`src/logic/tcu_regs.vh`:
```
`ifndef TCU_REGS_VH
`define TCU_REGS_VH
// Operation
// - Wide mode joins high and low timers.
// - Wide counter reloads zero after period match.
// - Wide mode uses only low clock select.
// - Clock is instruction cycle or pin fall.
// - Run bits gate wide, low-only or off.
// - Timer pin sampled twice per instruction cycle.
// - Period mode disables capture one entirely.
// - Timebase reloads zero after period match.
// - Edge field picks fall, rise, 4th, 16th.
// - Capture sets flag; interrupt needs three enables. Code uses two enables and a global disable bit that must be clear.
// - Capture flag cleared only by software.
// - Prescaler kept on change, reset by chip.
// - Capture works with pin as output port.
// - Capture pin synchronised before edge detection.
// - Event copies timebase unless value unread.
// - Event on unread value sets master overrun.
// - Both bytes read moves master to status.

`define TCU_CTRL 8'h00
`define TCU_IRQCTL 8'h04
`define TCU_LOWT 8'h08
`define TCU_HIGHT 8'h0c
`define TCU_PER_LO 8'h10
`define TCU_PER_HI 8'h14
`define TCU_TB_LO 8'h18
`define TCU_TB_HI 8'h1c
`define TCU_STATUS 8'h20
`define TCU_CLEAR 8'h24
`define TCU_ENABLE 8'h28
`define TCU_CH_BASE 8'h40
`define TCU_CAP_LO 4'h0
`define TCU_CAP_HI 4'h4
`define TCU_CAP_CFG 4'h8

`define TCU_C_WIDE 0
`define TCU_C_CLK1 1
`define TCU_C_CLK2 2
`define TCU_C_RUN1 3
`define TCU_C_RUN2 4
`define TCU_C_CAP1 5
`define TCU_C_TBRUN 6
`define TCU_I_PERIPH_IRQ_ENABLE 0
`define TCU_I_GDIS 1

`define TCU_CTRL_RST 8'h00
`define TCU_PER_RST 8'hff
`define TCU_CYC_LAST 2'h3
`endif

```
`src/logic/tcu_top.v`:
```
`timescale 1ns/1ps
`include "tcu_regs.vh"
module tcu_top #(
  parameter NCH = 4
) (
  input wire clk_i,
  input wire rst_i,
  input wire cyc_i,
  input wire stb_i,
  input wire we_i,
  input wire [7:0] adr_i,
  input wire [31:0] dat_i,
  input wire [3:0] sel_i,
  output reg [31:0] dat_o,
  output reg ack_o,
  output reg irq_o,
  input wire ext_timer_clk_pin_i,
  input wire [NCH-1:0] capture_input_pin_i,
  output reg [NCH-1:0] capture_pin_o,
  output reg [NCH-1:0] capture_pin_oe_n_o
);
  localparam SW = NCH + 2;

  reg [7:0] ctrl_reg;
  reg [1:0] irqctl_reg;
  reg [7:0] low_timer_reg;
  reg [7:0] high_timer_reg;
  reg [7:0] low_timer_next;
  reg [7:0] high_timer_next;
  reg [7:0] per_lo_reg;
  reg [7:0] per_hi_reg;
  reg [15:0] tb_reg;
  reg [15:0] tb_next;
  reg [SW-1:0] status_reg;
  reg [SW-1:0] enable_reg;
  reg [2*NCH-1:0] edge_reg;
  reg [1:0] cyc_cnt_reg;
  reg ext_s1_reg;
  reg ext_s2_reg;
  reg ext_smp_reg;
  reg low_ev;
  reg high_ev;
  reg [31:0] rdata;
  integer i;

  wire req = cyc_i & stb_i & ~ack_o;
  wire wr = req & we_i & sel_i[0];
  wire rd = req & ~we_i;
  wire [7:0] wb = dat_i[7:0];
  wire [7:0] ch_off = adr_i - `TCU_CH_BASE;
  wire [1:0] ch_idx = ch_off[5:4];
  wire [3:0] ch_sub = ch_off[3:0];
  wire ch_hit = (adr_i >= `TCU_CH_BASE) && (ch_off[7:6] == 2'b00) && (ch_idx < NCH);

  wire wide = ctrl_reg[`TCU_C_WIDE];
  wire run1 = ctrl_reg[`TCU_C_RUN1];
  wire run2 = ctrl_reg[`TCU_C_RUN2];
  wire cap1_sel = ctrl_reg[`TCU_C_CAP1];

  // Instruction cycle is four clocks; the phase strobe fires twice in it.
  wire icyc = cyc_cnt_reg == `TCU_CYC_LAST;
  wire phase = cyc_cnt_reg[0];

  always @(posedge clk_i) begin
    if (rst_i) begin
      cyc_cnt_reg <= 2'h0;
    end else begin
      cyc_cnt_reg <= cyc_cnt_reg + 2'h1;
    end
  end

  // The first stage is read only by the second.
  always @(posedge clk_i) begin
    if (rst_i) begin
      ext_s1_reg <= 1'b1;
      ext_s2_reg <= 1'b1;
      ext_smp_reg <= 1'b1;
    end else begin
      ext_s1_reg <= ext_timer_clk_pin_i;
      ext_s2_reg <= ext_s1_reg;
      if (phase) begin
        ext_smp_reg <= ext_s2_reg;
      end
    end
  end

  // Sampling adds up to a phase of delay from pin fall to the count.
  wire ext_fall = phase & ext_smp_reg & ~ext_s2_reg;
  wire tick1 = ctrl_reg[`TCU_C_CLK1] ? ext_fall : icyc;
  wire tick2 = ctrl_reg[`TCU_C_CLK2] ? ext_fall : icyc;
  wire [15:0] wide_cnt = {high_timer_reg, low_timer_reg};
  wire [15:0] wide_period_reg = {per_hi_reg, per_lo_reg};
  wire [15:0] wide_inc = wide_cnt + 16'h0001;

  always @* begin
    low_timer_next = low_timer_reg;
    high_timer_next = high_timer_reg;
    low_ev = 1'b0;
    high_ev = 1'b0;
    if (wide) begin
      if (run1 && tick1) begin
        if (run2) begin
          if (wide_cnt == wide_period_reg) begin
            low_timer_next = 8'h00;
            high_timer_next = 8'h00;
            low_ev = 1'b1;
          end else begin
            low_timer_next = wide_inc[7:0];
            high_timer_next = wide_inc[15:8];
          end
        end else begin
          low_timer_next = low_timer_reg + 8'h01;
        end
      end
    end else begin
      if (run1 && tick1) begin
        if (low_timer_reg == per_lo_reg) begin
          low_timer_next = 8'h00;
          low_ev = 1'b1;
        end else begin
          low_timer_next = low_timer_reg + 8'h01;
        end
      end
      if (run2 && tick2) begin
        if (high_timer_reg == per_hi_reg) begin
          high_timer_next = 8'h00;
          high_ev = 1'b1;
        end else begin
          high_timer_next = high_timer_reg + 8'h01;
        end
      end
    end
    // A software write wins over a count in the same cycle.
    if (wr && adr_i == `TCU_LOWT) begin
      low_timer_next = wb;
    end
    if (wr && adr_i == `TCU_HIGHT) begin
      high_timer_next = wb;
    end
  end

  wire [16*NCH-1:0] cap_all;
  wire [NCH-1:0] ovf_all;
  wire [NCH-1:0] cap_ev;

  always @* begin
    tb_next = tb_reg;
    if (ctrl_reg[`TCU_C_TBRUN] && icyc) begin
      if (!cap1_sel && tb_reg == cap_all[15:0]) begin
        tb_next = 16'h0000;
      end else begin
        tb_next = tb_reg + 16'h0001;
      end
    end
    if (wr && adr_i == `TCU_TB_LO) begin
      tb_next[7:0] = wb;
    end
    if (wr && adr_i == `TCU_TB_HI) begin
      tb_next[15:8] = wb;
    end
  end

  always @(posedge clk_i) begin
    if (rst_i) begin
      ctrl_reg <= `TCU_CTRL_RST;
      irqctl_reg <= 2'h0;
      low_timer_reg <= 8'h00;
      high_timer_reg <= 8'h00;
      per_lo_reg <= `TCU_PER_RST;
      per_hi_reg <= `TCU_PER_RST;
      tb_reg <= 16'h0000;
      enable_reg <= {SW{1'b0}};
      edge_reg <= {2*NCH{1'b0}};
      capture_pin_o <= {NCH{1'b0}};
      capture_pin_oe_n_o <= {NCH{1'b1}};
    end else begin
      low_timer_reg <= low_timer_next;
      high_timer_reg <= high_timer_next;
      tb_reg <= tb_next;
      if (wr) begin
        case (adr_i)
          `TCU_CTRL: ctrl_reg <= wb;
          `TCU_IRQCTL: irqctl_reg <= wb[1:0];
          `TCU_PER_LO: per_lo_reg <= wb;
          `TCU_PER_HI: per_hi_reg <= wb;
          `TCU_ENABLE: enable_reg <= wb[SW-1:0];
          default: begin
          end
        endcase
      end
      for (i = 0; i < NCH; i = i + 1) begin
        if (wr && ch_hit && ch_idx == i[1:0] && ch_sub == `TCU_CAP_CFG) begin
          edge_reg[2*i +: 2] <= wb[1:0];
          capture_pin_oe_n_o[i] <= ~wb[2];
          capture_pin_o[i] <= wb[3];
        end
      end
    end
  end

  // Hardware set beats a software clear landing in the same cycle.
  wire clr_hit = wr && adr_i == `TCU_CLEAR;
  wire [SW-1:0] clr_mask = clr_hit ? wb[SW-1:0] : {SW{1'b0}};
  wire [SW-1:0] events = {cap_ev, high_ev, low_ev};
  wire irq_ok = irqctl_reg[`TCU_I_PERIPH_IRQ_ENABLE] & ~irqctl_reg[`TCU_I_GDIS];

  always @(posedge clk_i) begin
    if (rst_i) begin
      status_reg <= {SW{1'b0}};
      irq_o <= 1'b0;
    end else begin
      status_reg <= (status_reg & ~clr_mask) | events;
      irq_o <= (|(status_reg & enable_reg)) & irq_ok;
    end
  end

  genvar c;
  generate
    for (c = 0; c < NCH; c = c + 1) begin : g_cap
      localparam [1:0] CI = c;
      reg s1_reg;
      reg s2_reg;
      reg smp_reg;
      reg [3:0] presc_reg;
      reg [15:0] val_reg;
      reg full_reg;
      reg rd_lo_reg;
      reg rd_hi_reg;
      reg mst_ovf_reg;
      reg ovf_reg;
      reg hit_ev;
      wire me = ch_hit && ch_idx == CI;
      wire rd_lo = rd && me && ch_sub == `TCU_CAP_LO;
      wire rd_hi = rd && me && ch_sub == `TCU_CAP_HI;
      wire done = (rd_lo_reg | rd_lo) & (rd_hi_reg | rd_hi);
      wire dis = (c == 0) && !cap1_sel;
      wire src = capture_pin_oe_n_o[c] ? capture_input_pin_i[c] : capture_pin_o[c];
      wire rise = phase & ~smp_reg & s2_reg;
      wire fall = phase & smp_reg & ~s2_reg;
      wire [1:0] es = edge_reg[2*c +: 2];
      wire [3:0] presc_inc = presc_reg + 4'h1;

      always @* begin
        case (es)
          2'b00: hit_ev = fall;
          2'b01: hit_ev = rise;
          2'b10: hit_ev = rise && presc_reg[1:0] == 2'h3;
          2'b11: hit_ev = rise && presc_reg == 4'hf;
          default: hit_ev = 1'b0;
        endcase
      end

      wire ev = hit_ev & ~dis;
      assign cap_ev[c] = ev & ~full_reg;
      assign cap_all[16*c +: 16] = val_reg;
      assign ovf_all[c] = ovf_reg;

      always @(posedge clk_i) begin
        if (rst_i) begin
          s1_reg <= 1'b0;
          s2_reg <= 1'b0;
          smp_reg <= 1'b0;
          presc_reg <= 4'h0;
          val_reg <= 16'h0000;
          full_reg <= 1'b0;
          rd_lo_reg <= 1'b0;
          rd_hi_reg <= 1'b0;
          mst_ovf_reg <= 1'b0;
          ovf_reg <= 1'b0;
        end else begin
          s1_reg <= src;
          s2_reg <= s1_reg;
          if (phase) begin
            smp_reg <= s2_reg;
          end
          // The prescaler is never cleared by a mode change.
          if (rise) begin
            presc_reg <= presc_inc;
          end
          if (dis) begin
            if (wr && me && ch_sub == `TCU_CAP_LO) begin
              val_reg[7:0] <= wb;
            end
            if (wr && me && ch_sub == `TCU_CAP_HI) begin
              val_reg[15:8] <= wb;
            end
          end
          if (ev && !full_reg) begin
            val_reg <= tb_reg;
            full_reg <= 1'b1;
          end
          if (done && full_reg) begin
            full_reg <= 1'b0;
          end
          if (done) begin
            ovf_reg <= mst_ovf_reg;
            rd_lo_reg <= 1'b0;
            rd_hi_reg <= 1'b0;
          end else begin
            rd_lo_reg <= rd_lo_reg | rd_lo;
            rd_hi_reg <= rd_hi_reg | rd_hi;
          end
          // An overrun in the completing cycle stays pending for next time.
          mst_ovf_reg <= (ev & full_reg) | (mst_ovf_reg & ~done);
        end
      end
    end
  endgenerate

  always @* begin
    rdata = 32'h00000000;
    if (ch_hit) begin
      case (ch_sub)
        `TCU_CAP_LO: rdata[7:0] = cap_all[16*ch_idx +: 8];
        `TCU_CAP_HI: rdata[7:0] = cap_all[16*ch_idx + 8 +: 8];
        `TCU_CAP_CFG: begin
          rdata[1:0] = edge_reg[2*ch_idx +: 2];
          rdata[2] = ~capture_pin_oe_n_o[ch_idx];
          rdata[3] = capture_pin_o[ch_idx];
          rdata[4] = ovf_all[ch_idx];
        end
        default: rdata = 32'h00000000;
      endcase
    end else begin
      case (adr_i)
        `TCU_CTRL: rdata[7:0] = ctrl_reg;
        `TCU_IRQCTL: rdata[1:0] = irqctl_reg;
        `TCU_LOWT: rdata[7:0] = low_timer_reg;
        `TCU_HIGHT: rdata[7:0] = high_timer_reg;
        `TCU_PER_LO: rdata[7:0] = per_lo_reg;
        `TCU_PER_HI: rdata[7:0] = per_hi_reg;
        `TCU_TB_LO: rdata[7:0] = tb_reg[7:0];
        `TCU_TB_HI: rdata[7:0] = tb_reg[15:8];
        `TCU_STATUS: rdata[SW-1:0] = status_reg;
        `TCU_ENABLE: rdata[SW-1:0] = enable_reg;
        default: rdata = 32'h00000000;
      endcase
    end
  end

  // Unmapped addresses still answer, with zero data, so a master never hangs.
  always @(posedge clk_i) begin
    if (rst_i) begin
      ack_o <= 1'b0;
      dat_o <= 32'h00000000;
    end else begin
      ack_o <= req;
      if (rd) begin
        dat_o <= rdata;
      end
    end
  end
endmodule

```
`config.mk`:
```
export PLATFORM = sky130hd
export DESIGN_NAME = tcu_top
export DESIGN_NICKNAME = d
export VERILOG_FILES = /design/src/logic/tcu_top.v
export VERILOG_INCLUDE_DIRS = /design/src /design/src/logic
export SDC_FILE = /design/constraint.sdc
export NUM_CORES = 1
export LEC_CHECK = 0
export BUFFER_PORTS_ARGS = -buffer_cell sky130_fd_sc_hd__buf_2
export CORE_MARGIN = 5
export CORE_UTILIZATION = 60
export DETAILED_ROUTE_END_ITERATION = 10
export PLACE_DENSITY = 0.89
export SKIP_LAST_GASP = 1
export SYNTH_ARGS = -nofsm -noshare
export SYNTH_HDL_FRONTEND = slang
export SYNTH_SLANG_ARGS = --single-unit
export TNS_END_PERCENT = 20
```
`constraint.sdc`:
```
create_clock -name clk_i -period 5.78 [get_ports clk_i]
set_input_delay 0.867 -clock clk_i [delete_from_list [all_inputs] [get_ports clk_i]]
set_output_delay 0.867 -clock clk_i [all_outputs]
set_load 0.01 [all_outputs]
```
==> metrics <==
adder-cell share of the synthesized area 0.9035%; Hold Vio Cnt, Final 0; DRT iter0 DRCs approximately 1,200; largest net degree at the start of global routing 91; clock buffer depth 3; core area 18,090 um^2; vias ~9,800; static leakage 4.435 nW; R2R cell count 6; wire length on met2 14,000 um; area share of xor/xnor cells in the synthesized design 4.823%; Antenna Nets Post-Route 0; P&R area growth vs syn 7.974%; cts repair resizes 0; row count 49; largest family of logic cells by synthesized area simple AND/OR/NAND/NOR gates; routability cong. between 0.9 and 1; Worst Tran Pin Value 1088 ps; critical path, cell by cell buf_2 -> nor2b_1 -> nand4_1 -> nor2_2 -> nand3_1 -> a211o_1; global-route wire length before repair 49,640 um; setup_tns 0 ps; Slowest cell on crit path nor2b_1; Yosys cell types 80; Req. time, crit path 6190 ps; syn avg cell area 8.709 um^2; relative slew slack 27.25%; max incr delay on CP 680 ps; P_int 2.465 mW; element type at the critical path start input pin; VDD IR max 0.0002067 V; asr flop ratio synth 0%; DRT met1 WL 12,130 um; Hold/Removal Path Class reg2reg; top cells by area, synth dfxtp_1 (38%), mux2i_1 (8.1%), nor2_1 (5.3%); Reg clk slew, reported paths about 60 ps; post-layout min period 3459 ps; multiplexer share of the synthesized area between 10% and 20%; post-synthesis sequential area ratio 38.49%; nets between 1,000 and 1,500; Filler cells 1,406; Buffers on Ports 44; Final Power 3.200 mW; Seq pwr share 46.4%; pwr dens ~270 nW/um^2; crit path DAT 3870 ps; Die Ht between 100 and 150 um; Worst-Skew Late Latency 520 ps; met3 WL 3338 um; simple-gate area share of the yosys netlist 21.27%; Crit path max-delay family simple AND/OR/NAND/NOR gates; clk_skew 12.63 ps; CTS Root Cell clkbuf_16; Crit path buffers/inverters 1; 1st-pass router iterations 5; # H-tree levels 1; Gate Count Post-Synth around 1,300; CP Capture Type flop; layout cells sized above 1 12.05%; Synth warnings 0; part of the power in combinational logic roughly 5%; hpwl dp approximately 21,000 um; Tot GR Track Use roughly 28%; mapped cell area 11,080 um^2; final instance area between 10,000 and 15,000 um^2; EDFF count, synth 0; die footprint 21,280 um^2; Antenna Diode Count 0; switching power around 740 uW; Hold Crit Depth 1; die width 145.9 um; Synth Flop Type dfxtp_1; Post-synth top cells dfxtp_1 (213), nor2_1 (156), nand2_1 (139); drt total wl 30,770 um; via/cell ratio roughly 6.6; maxcap violations 0; register bit total from synthesis roughly 210; Num CTS Buffers 23; Slew Viols, Final 0; post-synth top area cell dfxtp_1; Hold WS 415.3 ps; complex-gate fraction of the synthesized area 15.10%; hold_buf cts 0; area share of the largest cell type after synthesis 38.49%; Sw Share a little under a quarter; drt drc 0; Setup-failing EPs final 0; RSZ-0062 raised after global routing false; grt ovf 0; Final period util 59.84%; # IOs 96; kind of critical path in2reg; DR top layer met4; WL/cell 20.53 um; vias in the first global route approximately 9,500; Max Fclk 289.1 MHz; post-CTS setup buffers 0; Post-DP Area roughly 11,000 um^2; max FFs per register 64; CP Depth 6; clk sinks 213; clock group share of total power 48.6%; most frequent cell after synthesis dfxtp_1; initial antenna violation count 0; CTS tree built; Crit Path Max Fanout 33; initial core utilization between 60% and 70%; status finished, final reports clean
## through the flow
step	worst slack, ps	instances	utilization, %
after global routing	2228	1499	66.14
after floorplan	3189	1295	-
final	2321	1499	66.14
after global placement	2028	1457	61.69
after CTS	2457	1499	66.14
after detailed placement	1924	1457	61.69
## layer usage
metal  GRT usage, %  vias up
met5              0        -
met4          12.87        0
met3          4.889      105
met2          44.55      617
met1          37.72     4630
li1               -     4471
## worst register-to-register path: stages (launching register included)
cell and delay [ps]:
dfxtp_1 300, buf_4 270, ha_1 400, nand2_1 430, a31oi_1 820, nand2_1 250, o22ai_1 220
## final timing paths
| check | startpoint | end | slack (ps) |
|---|---|---|---|
| worst min-delay path | ext_s1_reg | ext_s2_reg | 420 |
| worst min register to register | ext_s1_reg | ext_s2_reg | 420 |
| worst max register to register | cyc_cnt_reg[0] | tb_reg[15] | 3010 |
| worst max-delay path | adr_i[3] | capture_pin_oe_n_o[3] | 2320 |
## power groups by stage
stage | clock network, mW | registers (mW) | logic (mW)
after floorplan | 0 | 1.52 | 0.119
after global placement | 0 | 1.52 | 0.151
after detailed placement | 0 | 1.52 | 0.153
after CTS | 1.56 | 1.48 | 0.154
after global routing | 1.64 | 1.49 | 0.168
final | 1.56 | 1.48 | 0.159
## area by class of cell
type | instances | area (um^2) | share of cell area [%]
tap | 229 | 286.5 | 2.395
sequential | 213 | 4264 | 35.65
clock buffer | 32 | 669.4 | 5.596
clock inverter | 10 | 133.9 | 1.119
inverter | 7 | 26.28 | 0.2197
timing repair buffer | 54 | 301.5 | 2.521
multi-input combinational | 954 | 6280 | 52.50
## cells in the final DEF (no fill, tap or decap), types with 6 or more instances in the layout
master	count
conb_1	24
nand2_1	139
dfxtp_1	213
o22ai_1	10
clkbuf_8	6
xor2_1	36
nor2b_1	26
or3_1	6
buf_4	10
a21oi_1	75
nor2_1	156
a31oi_1	18
inv_1	7
o21ai_0	38
ha_1	8
a211oi_1	24
mux2_2	7
nand2b_1	7
a22oi_1	20
a211o_1	12
mux2i_1	90
nand3b_1	15
xnor2_1	25
and3_1	13
buf_2	43
nand4_1	8
nand3_1	49
clkbuf_16	23
mux4_2	24
nor3_1	21
## cell families after synthesis
kind of cell	Yosys count
AOI/OAI and AO/OA	252
other	1
xor gates and xnor gates	61
adders and majority gates	8
buffers and inverters	128
DFF	213
muxes	121
and+or+nand+nor	488
(Power assumes the default switching activity.)
